## src/slpg_pkg.sv

```systemverilog
/*
  Constants shared by the status lamp pattern generator: clock and time
  figures, pattern numbers, register offsets and field positions.
  Assumes a single 20 MHz system clock and a plain register port.
*/
`default_nettype none

package slpg_pkg;

  // Clock and the millisecond time base
  localparam int CLK_HZ = 20000000;
  localparam int TICK_MS = 1;
  localparam int TICK_CYCLES = CLK_HZ / 1000 * TICK_MS;
  localparam int TICK_CNT_W = 15;

  // Interval lengths in milliseconds
  localparam int DUR_W = 11;
  localparam logic [10:0] T_DIT_MS = 11'h050;     // 80 ms
  localparam logic [10:0] T_DAH_MS = 11'h0F0;     // 240 ms
  localparam logic [10:0] T_GAP_MS = 11'h0F0;     // 240 ms
  localparam logic [10:0] T_2HZ_OFF_MS = 11'h104; // 260 ms
  localparam logic [10:0] T_5HZ_MS = 11'h064;     // 100 ms
  localparam logic [10:0] T_1920_MS = 11'h780;
  localparam logic [10:0] T_1760_MS = 11'h6E0;
  localparam logic [10:0] T_1600_MS = 11'h640;
  localparam logic [10:0] T_1440_MS = 11'h5A0;
  localparam logic [10:0] T_1280_MS = 11'h500;
  localparam logic [10:0] T_1120_MS = 11'h460;
  localparam logic [10:0] T_STEADY_MS = 11'h001;
  localparam int MAX_SEGS = 6;

  // Pattern numbers, 1 to 14
  localparam logic [3:0] PAT_OFF = 4'h1;
  localparam logic [3:0] PAT_DIT = 4'h2;
  localparam logic [3:0] PAT_DAH = 4'h3;
  localparam logic [3:0] PAT_DIT_DIT = 4'h4;
  localparam logic [3:0] PAT_DIT_DAH = 4'h5;
  localparam logic [3:0] PAT_DAH_DIT = 4'h6;
  localparam logic [3:0] PAT_DAH_DAH = 4'h7;
  localparam logic [3:0] PAT_DIT3 = 4'h8;
  localparam logic [3:0] PAT_DIT_DIT_DAH = 4'h9;
  localparam logic [3:0] PAT_OCC_DAH = 4'hA;
  localparam logic [3:0] PAT_OCC_DAH_DAH = 4'hB;
  localparam logic [3:0] PAT_2HZ = 4'hC;
  localparam logic [3:0] PAT_5HZ = 4'hD;
  localparam logic [3:0] PAT_ON = 4'hE;

  localparam int NUM_LAMPS = 7;

  // Register offsets (byte addresses)
  localparam logic [7:0] REG_CTRL = 8'h00;
  localparam logic [7:0] REG_LOG = 8'h04;
  localparam logic [7:0] REG_SYNC = 8'h08;
  localparam logic [7:0] REG_TRACK = 8'h0C;
  localparam logic [7:0] REG_SURVEY = 8'h10;
  localparam logic [7:0] REG_APP = 8'h14;
  localparam logic [7:0] REG_DEV = 8'h18;
  localparam logic [7:0] REG_LAMPS = 8'h1C;
  localparam logic [7:0] REG_PATS = 8'h20;

  // Field positions
  localparam int CTRL_HEART_BIT = 0;
  localparam int LOG_EN_BIT = 0;
  localparam int LOG_NEAR_BIT = 1;
  localparam int LOG_FULL_BIT = 2;
  localparam int SYNC_FAULT_BIT = 3;  // High phase event
  localparam int TRACK_FAULT_BIT = 3; // Bad health
  localparam int SURVEY_FAULT_BIT = 2; // Movement

  // Status codes
  localparam logic [2:0] SYNC_NONE = 3'h0;
  localparam logic [2:0] SYNC_COARSE = 3'h1;
  localparam logic [2:0] SYNC_FINE = 3'h2;
  localparam logic [2:0] SYNC_LOCKED = 3'h3;
  localparam logic [2:0] TRK_NONE = 3'h0;
  localparam logic [2:0] TRK_ACQ = 3'h1;
  localparam logic [2:0] TRK_TRACKING = 3'h2;
  localparam logic [2:0] TRK_REF = 3'h3;
  localparam logic [2:0] TRK_SELF = 3'h4;
  localparam logic [2:0] TRK_GOOD = 3'h5;
  localparam logic [1:0] SRV_OFF = 2'h0;
  localparam logic [1:0] SRV_INITIAL = 2'h1;
  localparam logic [1:0] SRV_FULL = 2'h2;
  localparam logic [1:0] SRV_MONITOR = 2'h3;

  // Reset values
  localparam logic [31:0] RDATA_RST = 32'h0000_0000;
  localparam logic [3:0] PAT_RST = PAT_OFF;

endpackage : slpg_pkg

`default_nettype wire

```

## src/slpg_player.sv

```systemverilog
/*
  One lamp's pattern player: walks the lit/dark intervals of the selected
  pattern on a millisecond tick. Assumes tick is one cycle wide and on the
  same clock; pattern comes from registered logic on the same clock.
*/
`timescale 1ns/1ps
`default_nettype none

module slpg_player (
  input wire logic clock,
  input wire logic nrst,
  input wire logic tick,
  input wire logic [3:0] pattern,
  output logic lamp
);

  logic [3:0] pat_reg, pat_next;
  logic [2:0] idx_reg, idx_next;
  logic [10:0] ms_reg, ms_next;
  logic lamp_reg, lamp_next;
  logic [11:0] cur_seg;

  function automatic logic [11:0] lit(input logic [10:0] d);
    lit = {1'b1, d};
  endfunction : lit

  function automatic logic [11:0] dark(input logic [10:0] d);
    dark = {1'b0, d};
  endfunction : dark

  // Segment table: {level, length}; a zero length ends the pattern
  function automatic logic [11:0] seg_of(input logic [3:0] p, input logic [2:0] i);
    logic [11:0] s;
    s = 12'h000;
    case (p)
      slpg_pkg::PAT_ON: if (i == 3'h0) s = lit(slpg_pkg::T_STEADY_MS);
      slpg_pkg::PAT_DIT: case (i)
        3'h0: s = lit(slpg_pkg::T_DIT_MS);
        3'h1: s = dark(slpg_pkg::T_1920_MS);
        default: s = 12'h000;
      endcase
      slpg_pkg::PAT_DAH: case (i)
        3'h0: s = lit(slpg_pkg::T_DAH_MS);
        3'h1: s = dark(slpg_pkg::T_1760_MS);
        default: s = 12'h000;
      endcase
      slpg_pkg::PAT_DIT_DIT: case (i)
        3'h0: s = lit(slpg_pkg::T_DIT_MS);
        3'h1: s = dark(slpg_pkg::T_GAP_MS);
        3'h2: s = lit(slpg_pkg::T_DIT_MS);
        3'h3: s = dark(slpg_pkg::T_1600_MS);
        default: s = 12'h000;
      endcase
      slpg_pkg::PAT_DIT_DAH: case (i)
        3'h0: s = lit(slpg_pkg::T_DIT_MS);
        3'h1: s = dark(slpg_pkg::T_GAP_MS);
        3'h2: s = lit(slpg_pkg::T_DAH_MS);
        3'h3: s = dark(slpg_pkg::T_1440_MS);
        default: s = 12'h000;
      endcase
      slpg_pkg::PAT_DAH_DIT: case (i)
        3'h0: s = lit(slpg_pkg::T_DAH_MS);
        3'h1: s = dark(slpg_pkg::T_GAP_MS);
        3'h2: s = lit(slpg_pkg::T_DIT_MS);
        3'h3: s = dark(slpg_pkg::T_1440_MS);
        default: s = 12'h000;
      endcase
      slpg_pkg::PAT_DAH_DAH: case (i)
        3'h0: s = lit(slpg_pkg::T_DAH_MS);
        3'h1: s = dark(slpg_pkg::T_GAP_MS);
        3'h2: s = lit(slpg_pkg::T_DAH_MS);
        3'h3: s = dark(slpg_pkg::T_1280_MS);
        default: s = 12'h000;
      endcase
      slpg_pkg::PAT_DIT3, slpg_pkg::PAT_DIT_DIT_DAH: case (i)
        3'h0, 3'h2: s = lit(slpg_pkg::T_DIT_MS);
        3'h1, 3'h3: s = dark(slpg_pkg::T_GAP_MS);
        3'h4: s = lit((p == slpg_pkg::PAT_DIT3) ? slpg_pkg::T_DIT_MS : slpg_pkg::T_DAH_MS);
        3'h5: s = dark((p == slpg_pkg::PAT_DIT3) ? slpg_pkg::T_1280_MS : slpg_pkg::T_1120_MS);
        default: s = 12'h000;
      endcase
      slpg_pkg::PAT_OCC_DAH: case (i)
        3'h0: s = dark(slpg_pkg::T_GAP_MS);
        3'h1: s = lit(slpg_pkg::T_1760_MS);
        default: s = 12'h000;
      endcase
      slpg_pkg::PAT_OCC_DAH_DAH: case (i)
        3'h0: s = dark(slpg_pkg::T_GAP_MS);
        3'h1: s = lit(slpg_pkg::T_DAH_MS);
        3'h2: s = dark(slpg_pkg::T_GAP_MS);
        3'h3: s = lit(slpg_pkg::T_1280_MS);
        default: s = 12'h000;
      endcase
      slpg_pkg::PAT_2HZ: case (i)
        3'h0: s = lit(slpg_pkg::T_DAH_MS);
        3'h1: s = dark(slpg_pkg::T_2HZ_OFF_MS);
        default: s = 12'h000;
      endcase
      slpg_pkg::PAT_5HZ: case (i)
        3'h0: s = lit(slpg_pkg::T_5HZ_MS);
        3'h1: s = dark(slpg_pkg::T_5HZ_MS);
        default: s = 12'h000;
      endcase
      default: if (i == 3'h0) s = dark(slpg_pkg::T_STEADY_MS); // Off and illegal codes
    endcase
    seg_of = s;
  endfunction : seg_of

  assign cur_seg = seg_of(pat_reg, idx_reg);

  // Interval walk; a new pattern restarts at its first interval
  always_comb begin
    pat_next = pat_reg;
    idx_next = idx_reg;
    ms_next = ms_reg;
    if (pattern != pat_reg) begin
      pat_next = pattern;
      idx_next = 3'h0;
      ms_next = 11'h000;
    end else if (tick) begin
      if (ms_reg + 11'h001 >= cur_seg[10:0]) begin
        ms_next = 11'h000;
        if (idx_reg == 3'(slpg_pkg::MAX_SEGS - 1) ||
            seg_of(pat_reg, idx_reg + 3'h1) == 12'h000) begin
          idx_next = 3'h0;
        end else begin
          idx_next = idx_reg + 3'h1;
        end
      end else begin
        ms_next = ms_reg + 11'h001;
      end
    end
    lamp_next = seg_of(pat_next, idx_next) >> slpg_pkg::DUR_W != 12'h000;
  end

  always_ff @(posedge clock or negedge nrst) begin
    if (!nrst) begin
      pat_reg <= slpg_pkg::PAT_RST;
      idx_reg <= 3'h0;
      ms_reg <= 11'h000;
      lamp_reg <= 1'b0;
    end else begin
      pat_reg <= pat_next;
      idx_reg <= idx_next;
      ms_reg <= ms_next;
      lamp_reg <= lamp_next;
    end
  end

  assign lamp = lamp_reg;

endmodule : slpg_player

`default_nettype wire

```

## src/slpg_top.sv

```systemverilog
/*
  Status lamp pattern generator: status registers written by software
  choose one of fourteen blink patterns for each of seven front-panel lamps.
  Assumes one 20 MHz clock, an asynchronous active-low reset and a plain
  register port whose read data stand in the cycle after the read strobe.
*/
// The register addresses and the plain strobed port were decided locally.
// What this block does
// - Every lamp plays one of fourteen patterns
// - Single short and single long flashes
// - Double short flash timing
// - Short then long flash timing
// - Long then short flash timing
// - Double long flash timing
// - Triple short flash timing
// - Short short long flash timing
// - Single long occult, mostly lit
// - Double long occult timing
// - Seven lamps in fixed role order
// - Heartbeat lamp occults every two seconds
// - Logging lamp follows enable and near-full
// - Full storage gives fast blink, no logging
// - Sync lamp follows network alignment state
// - Tracking lamp follows health and tracking
// - Survey lamp follows self-survey progress
`timescale 1ns/1ps
`default_nettype none

module slpg_top #(
  parameter int TICK_CYCLES = slpg_pkg::TICK_CYCLES
) (
  input wire logic clock,
  input wire logic nrst,
  input wire logic [7:0] addr,
  input wire logic [31:0] wdata,
  input wire logic wr_en,
  input wire logic rd_en,
  output logic [31:0] rdata,
  output logic lamp_log,
  output logic lamp_sync,
  output logic lamp_track,
  output logic lamp_survey,
  output logic lamp_app,
  output logic lamp_dev,
  output logic lamp_heart
);

  // Software-written status
  logic heart_en_reg, heart_en_next;
  logic [2:0] log_reg, log_next;
  logic [3:0] sync_reg, sync_next;
  logic [3:0] track_reg, track_next;
  logic [2:0] survey_reg, survey_next;
  logic [3:0] app_reg, app_next;
  logic [3:0] dev_reg, dev_next;
  logic [31:0] rdata_reg, rdata_next;

  // Time base
  logic [14:0] tick_cnt_reg, tick_cnt_next;
  logic tick_reg, tick_next;

  // Selected patterns, registered so a player sees clean codes
  logic [3:0] pat_reg [slpg_pkg::NUM_LAMPS];
  logic [3:0] pat_next [slpg_pkg::NUM_LAMPS];
  logic [slpg_pkg::NUM_LAMPS-1:0] lamps;

  // Register writes
  always_comb begin
    heart_en_next = heart_en_reg;
    log_next = log_reg;
    sync_next = sync_reg;
    track_next = track_reg;
    survey_next = survey_reg;
    app_next = app_reg;
    dev_next = dev_reg;
    if (wr_en) begin
      unique case (addr)
        slpg_pkg::REG_CTRL: heart_en_next = wdata[slpg_pkg::CTRL_HEART_BIT];
        slpg_pkg::REG_LOG: begin
          log_next = wdata[2:0];
          // Full storage forbids logging, so the enable is dropped here
          if (wdata[slpg_pkg::LOG_FULL_BIT]) begin
            log_next[slpg_pkg::LOG_EN_BIT] = 1'b0;
          end
        end
        slpg_pkg::REG_SYNC: sync_next = wdata[3:0];
        slpg_pkg::REG_TRACK: track_next = wdata[3:0];
        slpg_pkg::REG_SURVEY: survey_next = wdata[2:0];
        slpg_pkg::REG_APP: app_next = wdata[3:0];
        slpg_pkg::REG_DEV: dev_next = wdata[3:0];
        default: ; // Unmapped and read-only offsets ignore writes
      endcase
    end
  end

  // Register reads; data stand for one cycle only
  always_comb begin
    rdata_next = slpg_pkg::RDATA_RST;
    if (rd_en) begin
      unique case (addr)
        slpg_pkg::REG_CTRL: rdata_next = {31'h0, heart_en_reg};
        slpg_pkg::REG_LOG: rdata_next = {29'h0, log_reg};
        slpg_pkg::REG_SYNC: rdata_next = {28'h0, sync_reg};
        slpg_pkg::REG_TRACK: rdata_next = {28'h0, track_reg};
        slpg_pkg::REG_SURVEY: rdata_next = {29'h0, survey_reg};
        slpg_pkg::REG_APP: rdata_next = {28'h0, app_reg};
        slpg_pkg::REG_DEV: rdata_next = {28'h0, dev_reg};
        slpg_pkg::REG_LAMPS: rdata_next = {25'h0, lamps};
        slpg_pkg::REG_PATS: rdata_next = {4'h0, pat_reg[6], pat_reg[5], pat_reg[4],
                                          pat_reg[3], pat_reg[2], pat_reg[1], pat_reg[0]};
        default: rdata_next = slpg_pkg::RDATA_RST; // Unmapped reads as zero
      endcase
    end
  end

  always_ff @(posedge clock or negedge nrst) begin
    if (!nrst) begin
      heart_en_reg <= 1'b0;
      log_reg <= 3'h0;
      sync_reg <= 4'h0;
      track_reg <= 4'h0;
      survey_reg <= 3'h0;
      app_reg <= 4'h0;
      dev_reg <= 4'h0;
      rdata_reg <= slpg_pkg::RDATA_RST;
    end else begin
      heart_en_reg <= heart_en_next;
      log_reg <= log_next;
      sync_reg <= sync_next;
      track_reg <= track_next;
      survey_reg <= survey_next;
      app_reg <= app_next;
      dev_reg <= dev_next;
      rdata_reg <= rdata_next;
    end
  end

  assign rdata = rdata_reg;

  // Millisecond tick; parameter lets a simulation shorten it
  always_comb begin
    tick_next = 1'b0;
    tick_cnt_next = tick_cnt_reg + 15'h0001;
    if (tick_cnt_reg >= 15'(TICK_CYCLES - 1)) begin
      tick_cnt_next = 15'h0000;
      tick_next = 1'b1;
    end
  end

  always_ff @(posedge clock or negedge nrst) begin
    if (!nrst) begin
      tick_cnt_reg <= 15'h0000;
      tick_reg <= 1'b0;
    end else begin
      tick_cnt_reg <= tick_cnt_next;
      tick_reg <= tick_next;
    end
  end

  // Pattern choice per lamp; faults are tested first
  always_comb begin
    // Logging lamp
    if (log_reg[slpg_pkg::LOG_FULL_BIT]) begin
      pat_next[0] = slpg_pkg::PAT_5HZ;
    end else if (log_reg[slpg_pkg::LOG_NEAR_BIT]) begin
      pat_next[0] = log_reg[slpg_pkg::LOG_EN_BIT] ? slpg_pkg::PAT_OCC_DAH
                                                  : slpg_pkg::PAT_DAH;
    end else begin
      pat_next[0] = log_reg[slpg_pkg::LOG_EN_BIT] ? slpg_pkg::PAT_ON
                                                  : slpg_pkg::PAT_OFF;
    end
    // Network sync lamp
    if (sync_reg[slpg_pkg::SYNC_FAULT_BIT]) begin
      pat_next[1] = slpg_pkg::PAT_5HZ;
    end else begin
      case (sync_reg[2:0])
        slpg_pkg::SYNC_COARSE: pat_next[1] = slpg_pkg::PAT_DAH;
        slpg_pkg::SYNC_FINE: pat_next[1] = slpg_pkg::PAT_DAH_DAH;
        slpg_pkg::SYNC_LOCKED: pat_next[1] = slpg_pkg::PAT_ON;
        default: pat_next[1] = slpg_pkg::PAT_OFF; // Network master
      endcase
    end
    // Health and tracking lamp
    if (track_reg[slpg_pkg::TRACK_FAULT_BIT]) begin
      pat_next[2] = slpg_pkg::PAT_5HZ;
    end else begin
      case (track_reg[2:0])
        slpg_pkg::TRK_ACQ: pat_next[2] = slpg_pkg::PAT_DIT;
        slpg_pkg::TRK_TRACKING: pat_next[2] = slpg_pkg::PAT_DAH;
        slpg_pkg::TRK_REF: pat_next[2] = slpg_pkg::PAT_DAH_DIT;
        slpg_pkg::TRK_SELF: pat_next[2] = slpg_pkg::PAT_DAH_DAH;
        slpg_pkg::TRK_GOOD: pat_next[2] = slpg_pkg::PAT_ON;
        default: pat_next[2] = slpg_pkg::PAT_OFF;
      endcase
    end
    // Self-survey lamp
    if (survey_reg[slpg_pkg::SURVEY_FAULT_BIT]) begin
      pat_next[3] = slpg_pkg::PAT_5HZ;
    end else begin
      unique case (survey_reg[1:0])
        slpg_pkg::SRV_OFF: pat_next[3] = slpg_pkg::PAT_OFF;
        slpg_pkg::SRV_INITIAL: pat_next[3] = slpg_pkg::PAT_DIT_DIT;
        slpg_pkg::SRV_FULL: pat_next[3] = slpg_pkg::PAT_DIT_DAH;
        slpg_pkg::SRV_MONITOR: pat_next[3] = slpg_pkg::PAT_ON;
      endcase
    end
    // Application and device lamps take a pattern number directly
    pat_next[4] = (app_reg >= slpg_pkg::PAT_OFF && app_reg <= slpg_pkg::PAT_ON)
                  ? app_reg : slpg_pkg::PAT_OFF;
    pat_next[5] = (dev_reg >= slpg_pkg::PAT_OFF && dev_reg <= slpg_pkg::PAT_ON)
                  ? dev_reg : slpg_pkg::PAT_OFF;
    // Heartbeat is mostly lit with a short dark blip each two seconds
    pat_next[6] = heart_en_reg ? slpg_pkg::PAT_OCC_DAH : slpg_pkg::PAT_OFF;
  end

  always_ff @(posedge clock or negedge nrst) begin
    if (!nrst) begin
      for (int i = 0; i < slpg_pkg::NUM_LAMPS; i++) begin
        pat_reg[i] <= slpg_pkg::PAT_RST;
      end
    end else begin
      for (int i = 0; i < slpg_pkg::NUM_LAMPS; i++) begin
        pat_reg[i] <= pat_next[i];
      end
    end
  end

  // One player per lamp
  for (genvar g = 0; g < slpg_pkg::NUM_LAMPS; g++) begin : g_lamp
    slpg_player u_player (
      .clock(clock),
      .nrst(nrst),
      .tick(tick_reg),
      .pattern(pat_reg[g]),
      .lamp(lamps[g])
    );
  end

  // Role order: yellow, red, green, yellow, red, green, yellow
  assign lamp_log = lamps[0];
  assign lamp_sync = lamps[1];
  assign lamp_track = lamps[2];
  assign lamp_survey = lamps[3];
  assign lamp_app = lamps[4];
  assign lamp_dev = lamps[5];
  assign lamp_heart = lamps[6];

endmodule : slpg_top

`default_nettype wire

```

## config.mk

```make
export PLATFORM = sky130hd
export DESIGN_NAME = slpg_top
export DESIGN_NICKNAME = d
export VERILOG_FILES = /design/src/slpg_pkg.sv /design/src/slpg_player.sv /design/src/slpg_top.sv
export SDC_FILE = /design/constraint.sdc
export NUM_CORES = 1
export LEC_CHECK = 0
export CORE_MARGIN = 3
export CORE_UTILIZATION = 35
export DETAILED_ROUTE_END_ITERATION = 7
export DONT_BUFFER_PORTS = 1
export GPL_TIMING_DRIVEN = 0
export PLACE_DENSITY = 0.5
export SETUP_SLACK_MARGIN = 0.05
export SLEW_MARGIN = 20
export SYNTH_ARGS = -nofsm -noshare
export SYNTH_HDL_FRONTEND = slang
export SYNTH_HIERARCHICAL = 1
export SYNTH_SLANG_ARGS = --single-unit
```

## constraint.sdc

```tcl
create_clock -name clock -period 6.9 [get_ports clock]
set_input_delay 0.345 -clock clock [delete_from_list [all_inputs] [get_ports clock]]
set_output_delay 0.345 -clock clock [all_outputs]
set_load 0.1 [all_outputs]
```

==> flow_metrics.env, run 1 <==
export IMPL_rsz0062_at_grt="no"
export IMPL_power_switching_mw=1.15
export IMPL_min_period_over_period=0.723
export IMPL_drtPass1Iterations=5
export IMPL_start_util=0.355
export IMPL_cts_resized=0
export IMPL_clockPowerShare=0.451
export IMPL_hold_viol_final=0
export IMPL_design_die_area_sq_um=56200
export IMPL_switching_share=0.300
export IMPL_avgSynthCellArea_sq_um=8.42
export IMPL_ant_nets=0
export IMPL_yosysTopAreaCell="dfrtp_1"
export IMPL_multi_input_area_sq_um=11900
export IMPL_synth_cells=2219
export IMPL_cts_root_buffer="clkbuf_16"
export IMPL_tightest_slew_ns=1.09
export IMPL_clk_pin_slew_worst_paths_ns=0.06
export IMPL_setup_viol=0
export IMPL_num_nets_final=2426
export IMPL_core_area_sq_um=52700
export IMPL_crit_arrival_ns=5.47
export IMPL_routed_via_density=5.68
export IMPL_grt_antenna_before_repair=1
export IMPL_fmax_mhz=200
export IMPL_h_tree_depth=1
export IMPL_maxSlewViolCount=0
export IMPL_yosys_warnings=6
export IMPL_final_setup_tns_ns=0
export IMPL_ys_ff_latch=224
export IMPL_hold_path_class="input pin to flip-flop"
export IMPL_die_x_um=237
export IMPL_cts_buffers_inserted=30
export IMPL_tritoncts="done"
export IMPL_endpoint_kind="flip-flop"
export IMPL_grt_max_degree=225
export IMPL_clock_sinks=224
export IMPL_netlist_area_sq_um=18700
export IMPL_remaining_drc_errors=0
export IMPL_drt_total_wl_um=52100
export IMPL_p_int_mw=2.68
export IMPL_ys_seq_area_frac=0.301
export IMPL_synth_top_area_frac=0.281
export IMPL_largest_reg_flops=77
export IMPL_p_per_area_nw_per_um2=184
export IMPL_vias=16915
export IMPL_ir_drop_mv=0.203
export IMPL_regArea_sq_um=5620
export IMPL_fin_crit_ns=4.99
export IMPL_row_count=84
export IMPL_clock_latency_ns=0.58
export IMPL_worst_setup_path_type="flip-flop to flip-flop"
export IMPL_synth_area_top_cells="dfrtp_1, ha_1, nor2_1"
export IMPL_die_y_um=237
export IMPL_hpwl_um=37900
export IMPL_routabilityCongestion=0.896
export IMPL_synth_edf_count=0
export IMPL_first_global_vias=16240
export IMPL_synth_common_cells="dfrtp_1, nor2_1, nand2_1"
export IMPL_maxCapViolCount=0
export IMPL_wl_per_cell_um=17.5
export IMPL_drive_gt1_frac=0.0947
export IMPL_fin_util=0.395
export IMPL_synth_distinct_cells=113
export IMPL_async_reset_ff_frac=1.00
export IMPL_yosysMostFrequentCell="dfrtp_1"
export IMPL_synthFlopType="dfrtp_1"
export IMPL_required_ns=7.38
export IMPL_overflow=0
export IMPL_outcome="finished, final reports clean"
export IMPL_p_leak_nw=9.20
export IMPL_cts_max_path_buffers=3
export IMPL_p_comb_frac=0.171
export IMPL_cp_max_fo=10
export IMPL_io_pins=83
export IMPL_antennaDiodeCount=0
export IMPL_slew_headroom=0.275
export IMPL_start_kind="flip-flop"
export IMPL_n_fill_cell=5277
export IMPL_post_cts_buffers=0
export IMPL_drtIter0Drc=1189
export IMPL_hold_worst_slack_ns=0.0943
export IMPL_areaGrowthSynthToFinish_pct=11.4
export IMPL_portBuffers=0
export IMPL_skew_ns=0.0120
export IMPL_grt_usage=0.180
export IMPL_grt_pass1_wl_um=85100
export IMPL_pwr_share_seq=0.378
## path summary, 6_finish.rpt
| path | start | endpoint | slack [ns] | cells after the start |
|---|---|---|---|---|
| worst max register to register | g_lamp[3].u_player/idx_reg[0]$_DFF_PN0_ | g_lamp[3].u_player/lamp$_DFF_PN0_ | 1.91 | 18 |
| worst min register to register | heart_en_reg$_DFFE_PN0P_ | pat_reg[1]$_DFF_PN0_ | 0.46 | 0 |
| min in group asynchronous | nrst | g_lamp[3].u_player/ms_reg[10]$_DFFE_PN0P_ | 0.39 | 2 |
| max in group asynchronous | nrst | rdata[10]$_DFF_PN0_ | 5.47 | 3 |
| worst max-delay path | g_lamp[3].u_player/idx_reg[0]$_DFF_PN0_ | g_lamp[3].u_player/lamp$_DFF_PN0_ | 1.91 | 18 |
| worst min-delay path | addr[6] | rdata[1]$_DFF_PN0_ | 0.09 | 3 |
## what timing repair did
action / 4_1_cts / 5_1_grt
setup endpoints to repair: 0 / 0
hold buffers: 8 / 0
endpoints found under the hold margin: 248 / 0
## critical path: stages (launching register included)
cell and delay [ns]:
dfrtp_1 0.55, ha_1 0.29, clkbuf_1 0.45, inv_1 0.18
a21oi_1 0.33, a21oi_1 0.13, o22ai_1 0.18, a21oi_1 0.10
o21a_1 0.12, o311ai_0 0.11, a31oi_1 0.10, ha_1 0.26
a211oi_1 0.19, o2111ai_1 0.18, a31oi_1 0.71, nor2_1 0.16
a21o_1 0.24, o311a_1 0.29, o32ai_1 0.31
## cells by family after synthesis
family / after synthesis / share of synthesized area
adder cells (fa/ha/maj): 113 / 0.0757
AO/OA/AOI/OAI: 647 / 0.259
other: 1 / 0.000201
multiplexers: 40 / 0.0237
XOR/XNOR: 114 / 0.0534
buffers and inverters: 274 / 0.0642
AND/OR/NAND/NOR: 806 / 0.222
flip-flops: 224 / 0.301
## final cells by class
cell class | instances | share of cell area
Sequential cell | 224 | 0.270
Multi-Input combinational cell | 1730 | 0.571
Inverter | 109 | 0.0197
Timing Repair Buffer | 9 | 0.00601
Buffer | 165 | 0.0379
Clock buffer | 43 | 0.0438
Clock inverter | 12 | 0.00956
Tap cell | 688 | 0.0414
## placed cells by master (no fill, tap or decap), types with 21 or more instances in the layout
master	n
a21o_1	25
a21oi_1	144
a31oi_1	45
a32o_1	30
and2_1	22
and3_1	63
buf_2	33
clkbuf_1	96
clkbuf_16	31
dfrtp_1	209
ha_1	113
inv_1	102
nand2_1	169
nand2b_1	61
nand3_1	82
nor2_1	201
nor2b_1	33
nor3_1	46
o21a_1	24
o21ai_0	112
o32ai_1	21
xnor2_1	49
xor2_1	65
## layer usage
layer,vias up,wire (um),track usage
met5,-,0,0
met4,0,1380,0.0568
met3,81,2800,0.0298
met2,437,23700,0.291
met1,8184,24200,0.244
li1,8213,-,-
## stage by stage
step | worst slack [ns] | instance area [sq um] | cells | power (mW)
detailed placement | 2.02 | 19600 | 2916 | 2.08
floorplan | 2.97 | 18700 | 2228 | 1.93
global route | 1.47 | 20800 | 2980 | 4.02
finish | 1.91 | 20800 | 2980 | 3.82
global placement | 2.06 | 19600 | 2916 | 2.08
CTS | 2.01 | 20800 | 2979 | 3.89
## power by group through the flow
stage	Combinational, mW	Clock [mW]	Sequential, mW
finish	0.655	1.72	1.45
global placement	0.610	0	1.47
CTS	0.652	1.79	1.45
global route	0.729	1.84	1.45
detailed placement	0.613	0	1.47
floorplan	0.478	0	1.45
(Power assumes the default switching activity.)
==> inputs of run 2 (changes only) <==
- ABC_AREA: unset -> 1
- clock period: 6.9 -> 4.6 ns (I/O delays scaled with it)
==> run 2 against run 1 <==
Compared with the run above:
- the flow now finishes with violations (negative hold slack)
- utilization fell by 0.14 points
- combinational power rose by 74%
- cell area fell by 2.5%
- hold slack got worse by 0.72 ns
- non-clock buffer count fell by 103
- power rose by 53%
- critical endpoint unchanged
- largest cell class unchanged
==> flow_metrics.env, run 2 <==
export IMPL_outcome="complete, but fails checks"
export IMPL_violations="negative hold slack"
export IMPL_areaGrowthSynthToFinish_pct=11.0
export IMPL_final_common_cell="nand2_1"
export IMPL_synth_distinct_cells=53
export IMPL_required_ns=5.06
export IMPL_clock_sinks=224
export IMPL_grt_max_degree=225
export IMPL_drtPass1Iterations=5
export IMPL_cp_common_cell="nand2_1"
export IMPL_cp_top_family="simple AND/OR/NAND/NOR gates"
export IMPL_largest_reg_flops=77
export IMPL_async_reset_ff_frac=1.00
export IMPL_remaining_drc_errors=0
export IMPL_clock_latency_ns=0.58
export IMPL_ant_nets=0
export IMPL_cts_root_buffer="clkbuf_16"
export IMPL_synth_top_family_by_area="simple AND/OR/NAND/NOR gates"
export IMPL_yosysTopAreaCell="dfrtp_1"
export IMPL_yosys_area_share_simple=0.350
export IMPL_drive_gt1_frac=0.0807
export IMPL_synth_xor_area_frac=0.0264
export IMPL_synth_compound_area_frac=0.117
export IMPL_hold_path_class="input pin to asynchronous set/reset pin"
export IMPL_post_cts_buffers=0
export IMPL_avgSynthCellArea_sq_um=6.55
export IMPL_cts_hold_fix_buffers=8
export IMPL_yosysMostFrequentCell="nand2_1"
export IMPL_die_x_um=235
export IMPL_maxCapViolCount=0
export IMPL_worst_setup_path_type="flip-flop to flip-flop"
export IMPL_ir_drop_mv=0.275
export IMPL_maxSlewViolCount=0
export IMPL_cts_buffers_inserted=30
export IMPL_final_setup_tns_ns=0
export IMPL_skew_ns=0.0152
export IMPL_drtIter0Drc=1212
export IMPL_synth_top_area_frac=0.287
export IMPL_tritoncts="done"
export IMPL_slew_headroom=0.233
export IMPL_routabilityCongestion=0.940
export IMPL_num_nets_final=2994
export IMPL_rsz0062_at_grt="no"
export IMPL_synth_cells=2792
export IMPL_ys_ff_latch=224
export IMPL_row_count=83
export IMPL_portBuffers=0
export IMPL_min_period_over_period=0.825
export IMPL_h_tree_depth=1
export IMPL_grt_antenna_before_repair=7
export IMPL_synth_fa_ha_area_frac=0.0773
export IMPL_tightest_slew_ns=1.15
export IMPL_max_stage_delay_ns=0.52
export IMPL_design_die_area_sq_um=55000
export IMPL_yosys_warnings=6
export IMPL_design_area_sq_um=20300
export IMPL_setup_viol=0
export IMPL_hold_viol_final=224
export IMPL_wl_per_cell_um=13.9
export IMPL_endpoint_kind="flip-flop"
export IMPL_slowest_stage="a2111oi_0"
export IMPL_synth_common_cells="nand2_1, inv_1, nor2_1"
export IMPL_io_pins=83
export IMPL_vias=17442
export IMPL_fmax_mhz=264
export IMPL_cts_max_path_buffers=3
export IMPL_drt_total_wl_um=49100
export IMPL_cts_resized=0
export IMPL_fin_crit_ns=3.79
export IMPL_final_cells=3545
export IMPL_path_buf_inv=4
export IMPL_hold_worst_slack_ns=-0.628
export IMPL_hpwl_um=37800
export IMPL_first_global_vias=16704
export IMPL_p_leak_nw=10.6
export IMPL_power_mw=5.86
export IMPL_grt_usage=0.178
export IMPL_routed_via_density=4.92
export IMPL_clk_pin_slew_worst_paths_ns=0.06
export IMPL_start_util=0.355
export IMPL_p_per_area_nw_per_um2=289
export IMPL_core_area_sq_um=51500
export IMPL_grt_pass1_wl_um=81800
export IMPL_crit_arrival_ns=4.25
export IMPL_synth_mux_area_frac=0
export IMPL_dp_cells=3477
export IMPL_path_cells="inv_1, ha_1, inv_1, nor2_1, inv_1, nand2_1, o21ai_0, nand2_1, a2111oi_0, ha_1, nand2_1, inv_1, nand2_1, nand2_1, nand2_1, nand4_1, nand2_1, nand2_1, o21ai_1, nand2_1, nand2_1, nand2_1, a21oi_1, nor2_1"
export IMPL_die_y_um=235
export IMPL_start_kind="flip-flop"
export IMPL_synth_area_top_cells="dfrtp_1, nand2_1, inv_1"
export IMPL_overflow=0
export IMPL_cp_max_fo=6
export IMPL_layout_common_cells="nand2_1, inv_1, nor2_1, dfrtp_1, nand3_1"
export IMPL_ys_seq_area_frac=0.308
export IMPL_netlist_area_sq_um=18300
export IMPL_synthFlopType="dfrtp_1"
export IMPL_placed_area_sq_um=19200
export IMPL_synth_edf_count=0
==> run 2: logic make-up after synthesis <==
family / Yosys count
compound gates: 375
flops: 224
xor+xnor: 55
simple gates: 1464
buf+inv: 560
fa+ha+maj: 113
other cells: 1
==> run 2: where the power goes <==
group | leakage [nW] | total, mW | switching (mW) | internal, mW
clock | 0.506 | 2.46 | 0.925 | 1.53
sequential | 2.97 | 2.27 | 0.223 | 2.05
combinational | 7.11 | 1.14 | 0.763 | 0.373
total | 10.6 | 5.86 | 1.91 | 3.95
==> run 2: final timing paths <==
check                                                        start                                        to  slack (ns)  cells past startpoint
min in group clock                                         addr[2]                    log_reg[1]$_DFFE_PN0P_        0.10                      6
max                        g_lamp[3].u_player/idx_reg[0]$_DFF_PN0_         g_lamp[3].u_player/lamp$_DFF_PN0_        0.81                     24
max reg2reg                g_lamp[3].u_player/idx_reg[0]$_DFF_PN0_         g_lamp[3].u_player/lamp$_DFF_PN0_        0.81                     24
min                                                           nrst  g_lamp[4].u_player/ms_reg[8]$_DFFE_PN0P_       -0.63                      0
min reg2reg                               heart_en_reg$_DFFE_PN0P_                      pat_reg[1]$_DFF_PN0_        0.44                      0
max in group asynchronous                                     nrst   g_lamp[5].u_player/pat_reg[0]$_DFF_PN1_        4.85                      0
==> run 2: final cells by class <==
type	count	area, sq um
flip-flops and latches	224	5620
repair buffers	8	80.1
well taps	680	851
inverters	497	1870
clock inverters	14	184
plain buffers	63	362
diodes	4	10.0
fillers	5468	31200
clock buffers	42	867
multi-input cells	2013	10400
==> run 2: routing by layer <==
| metal | GRT usage | vias up | part of all wire | wire length, um |
|---|---|---|---|---|
| met5 | 0 | - | 0.00026 | 13 |
| met4 | 0.0525 | 2 | 0.026 | 1290 |
| met3 | 0.0303 | 73 | 0.055 | 2720 |
| met2 | 0.289 | 392 | 0.45 | 22000 |
| met1 | 0.243 | 7996 | 0.47 | 23100 |
| li1 | - | 8979 | - | - |
==> run 2: stage by stage <==
step                       util  setup slack [ns]
after floorplan               -              1.59
after global placement    0.372             0.862
after detailed placement  0.372             0.793
after CTS                 0.394             0.782
after global routing      0.394             0.270
final                     0.394             0.806
==> inputs of run 3 (changes only) <==
- PLACE_DENSITY: 0.5 -> 0.52
- clock period: 4.6 -> 3.2 ns (I/O delays scaled with it)
==> run 3 against run 2 <==
Compared with the run above:
- clock power up 42%
- the run ends with negative hold slack, negative setup slack left
- cell area up 19%
- sequential power up 44%
- critical path depth up 1
- global-route usage up 0.97 points
- via count up 7.3%
- wire length up 11%
- largest power group unchanged
- setup slack worse by 0.91 ns
- die area unchanged
- hold slack worse by 0.067 ns
- highest routed layer unchanged
==> flow_metrics.env, run 3 (synthesized netlist as in run 2, its figures left out) <==
export IMPL_cts_max_path_buffers=3
export IMPL_p_leak_nw=11.9
export IMPL_vias=18709
export IMPL_clk_pin_slew_worst_paths_ns=0.06
export IMPL_final_setup_tns_ns=-0.602
export IMPL_max_stage_delay_ns=0.43
export IMPL_ant_nets=0
export IMPL_path_buf_inv=6
export IMPL_grt_pass1_wl_um=86400
export IMPL_remaining_drc_errors=0
export IMPL_design_die_area_sq_um=55000
export IMPL_setup_viol=21
export IMPL_crit_arrival_ns=3.77
export IMPL_drtPass1Iterations=5
export IMPL_largest_reg_flops=77
export IMPL_slew_headroom=0.271
export IMPL_worst_setup_path_type="flip-flop to flip-flop"
export IMPL_cts_hold_fix_buffers=11
export IMPL_layout_common_cells="nand2_1, inv_1, nor2_1, buf_4, dfrtp_1"
export IMPL_rsz0062_at_grt="yes"
export IMPL_first_global_vias=17957
export IMPL_min_period_over_period=1.03
export IMPL_clock_latency_ns=0.57
export IMPL_num_nets_final=3191
export IMPL_cp_max_fo=4
export IMPL_grt_usage=0.188
export IMPL_grt_antenna_before_repair=7
export IMPL_wl_per_cell_um=14.5
export IMPL_skew_ns=0.0168
export IMPL_n_fill_cell=5104
export IMPL_start_util=0.355
export IMPL_ir_drop_mv=0.406
export IMPL_ff2ff_path_depth=25
export IMPL_portBuffers=0
export IMPL_fin_crit_ns=3.31
export IMPL_cts_root_buffer="clkbuf_16"
export IMPL_hpwl_um=37300
export IMPL_hold_viol_final=224
export IMPL_io_pins=83
export IMPL_power_mw=8.81
export IMPL_drtIter0Drc=1213
export IMPL_endpoint_kind="flip-flop"
export IMPL_outcome="complete, but fails checks"
export IMPL_maxCapViolCount=0
export IMPL_tritoncts="done"
export IMPL_row_count=83
export IMPL_grt_max_degree=225
export IMPL_hold_worst_slack_ns=-0.695
export IMPL_routabilityCongestion=0.914
export IMPL_cp_top_family="simple AND/OR/NAND/NOR gates"
export IMPL_clock_sinks=224
export IMPL_p_per_area_nw_per_um2=365
export IMPL_drive_gt1_frac=0.284
export IMPL_start_kind="flip-flop"
export IMPL_violations="negative hold slack, negative setup slack"
export IMPL_crit_cells=25
export IMPL_tightest_slew_ns=1.09
export IMPL_core_area_sq_um=51500
export IMPL_die_y_um=235
export IMPL_worst_slack_ns=-0.106
export IMPL_fmax_mhz=302
export IMPL_slowest_stage="dfrtp_2"
export IMPL_drt_total_wl_um=54300
export IMPL_final_common_cell="nand2_1"
export IMPL_hold_path_class="input pin to asynchronous set/reset pin"
export IMPL_routed_via_density=5.00
export IMPL_maxSlewViolCount=0
export IMPL_die_x_um=235
export IMPL_h_tree_depth=1
export IMPL_cts_buffers_inserted=29
export IMPL_areaGrowthSynthToFinish_pct=31.9
export IMPL_overflow=0
export IMPL_pre_cts_slack_ns=-0.486
export IMPL_required_ns=3.66
[run 3: worst register-to-register path, cell delays in order (launching register included)]
cell and delay [ns]:
dfrtp_2 0.43, inv_4 0.06, ha_4 0.18, nor2_4 0.11, nor2_2 0.04, nor2_1 0.09, inv_1 0.07, a21oi_2 0.13
inv_2 0.05, or3_4 0.35, buf_6 0.13, nor3_4 0.22, ha_4 0.24, nand2_2 0.08, inv_2 0.03, nand2_1 0.05
nand2_1 0.04, nand2_1 0.05, nand4_1 0.14, nand2_2 0.15, nand2_2 0.08, o21ai_2 0.08, buf_4 0.14, o21ai_1 0.06
a21oi_1 0.11, nor2_1 0.06
[run 3: final cells by class]
cell class              instances  area [sq um]  area share
repair buffers                208          1680      0.0695
clock inverters                13           203     0.00841
well taps                     680           851      0.0353
clock buffers                  41           811      0.0336
multi-input cells            2013         12600       0.521
inverters                     497          1900      0.0787
diodes                          5          12.5    0.000519
plain buffers                  61           428      0.0177
flip-flops and latches        224          5660       0.235
[run 3: routing by layer]
metal  wire length (um)  GRT usage  vias to the layer above
li1                   -          -                     9388
met1              24300      0.247                     8765
met2              26100      0.323                      468
met3               2830     0.0284                       86
met4               1130     0.0466                        2
met5                 13          0                        -
[run 3: where the power goes]
group          internal [mW]  total, mW  switching, mW
combinational          0.762       2.04           1.28
sequential              2.94       3.28          0.333
clock                   2.16       3.49           1.33
[run 3: repair_timing]
action                                  4_1_cts  5_1_grt
endpoints found under the setup margin      105      103
pin swaps                                   103      139
resized for setup                           341      307
buffers inserted                            120       72
endpoints found under the hold margin       263      224
cloned                                        5        1
[run 3: worst paths after layout]
kind / end / from / slack (ns)
max reg2reg: g_lamp[1].u_player/lamp$_DFF_PN0_ / g_lamp[1].u_player/idx_reg[1]$_DFF_PN0_ / -0.11
min reg2reg: pat_reg[1]$_DFF_PN0_ / heart_en_reg$_DFFE_PN0P_ / 0.43
min: rdata[10]$_DFF_PN0_ / nrst / -0.69
max in group asynchronous: g_lamp[0].u_player/pat_reg[3]$_DFF_PN0_ / nrst / 3.33
min in group clock: sync_reg[2]$_DFFE_PN0P_ / addr[2] / 0.05
max: g_lamp[1].u_player/lamp$_DFF_PN0_ / g_lamp[1].u_player/idx_reg[1]$_DFF_PN0_ / -0.11
[run 3: per-stage QoR]
step                      instance area (sq um)  std cells   util
after floorplan                           18300       2797      -
after global placement                    19100       3477  0.372
after detailed placement                  19200       3477  0.372
after CTS                                 22400       3665  0.435
after global routing                      24100       3741  0.468
final                                     24100       3742  0.468
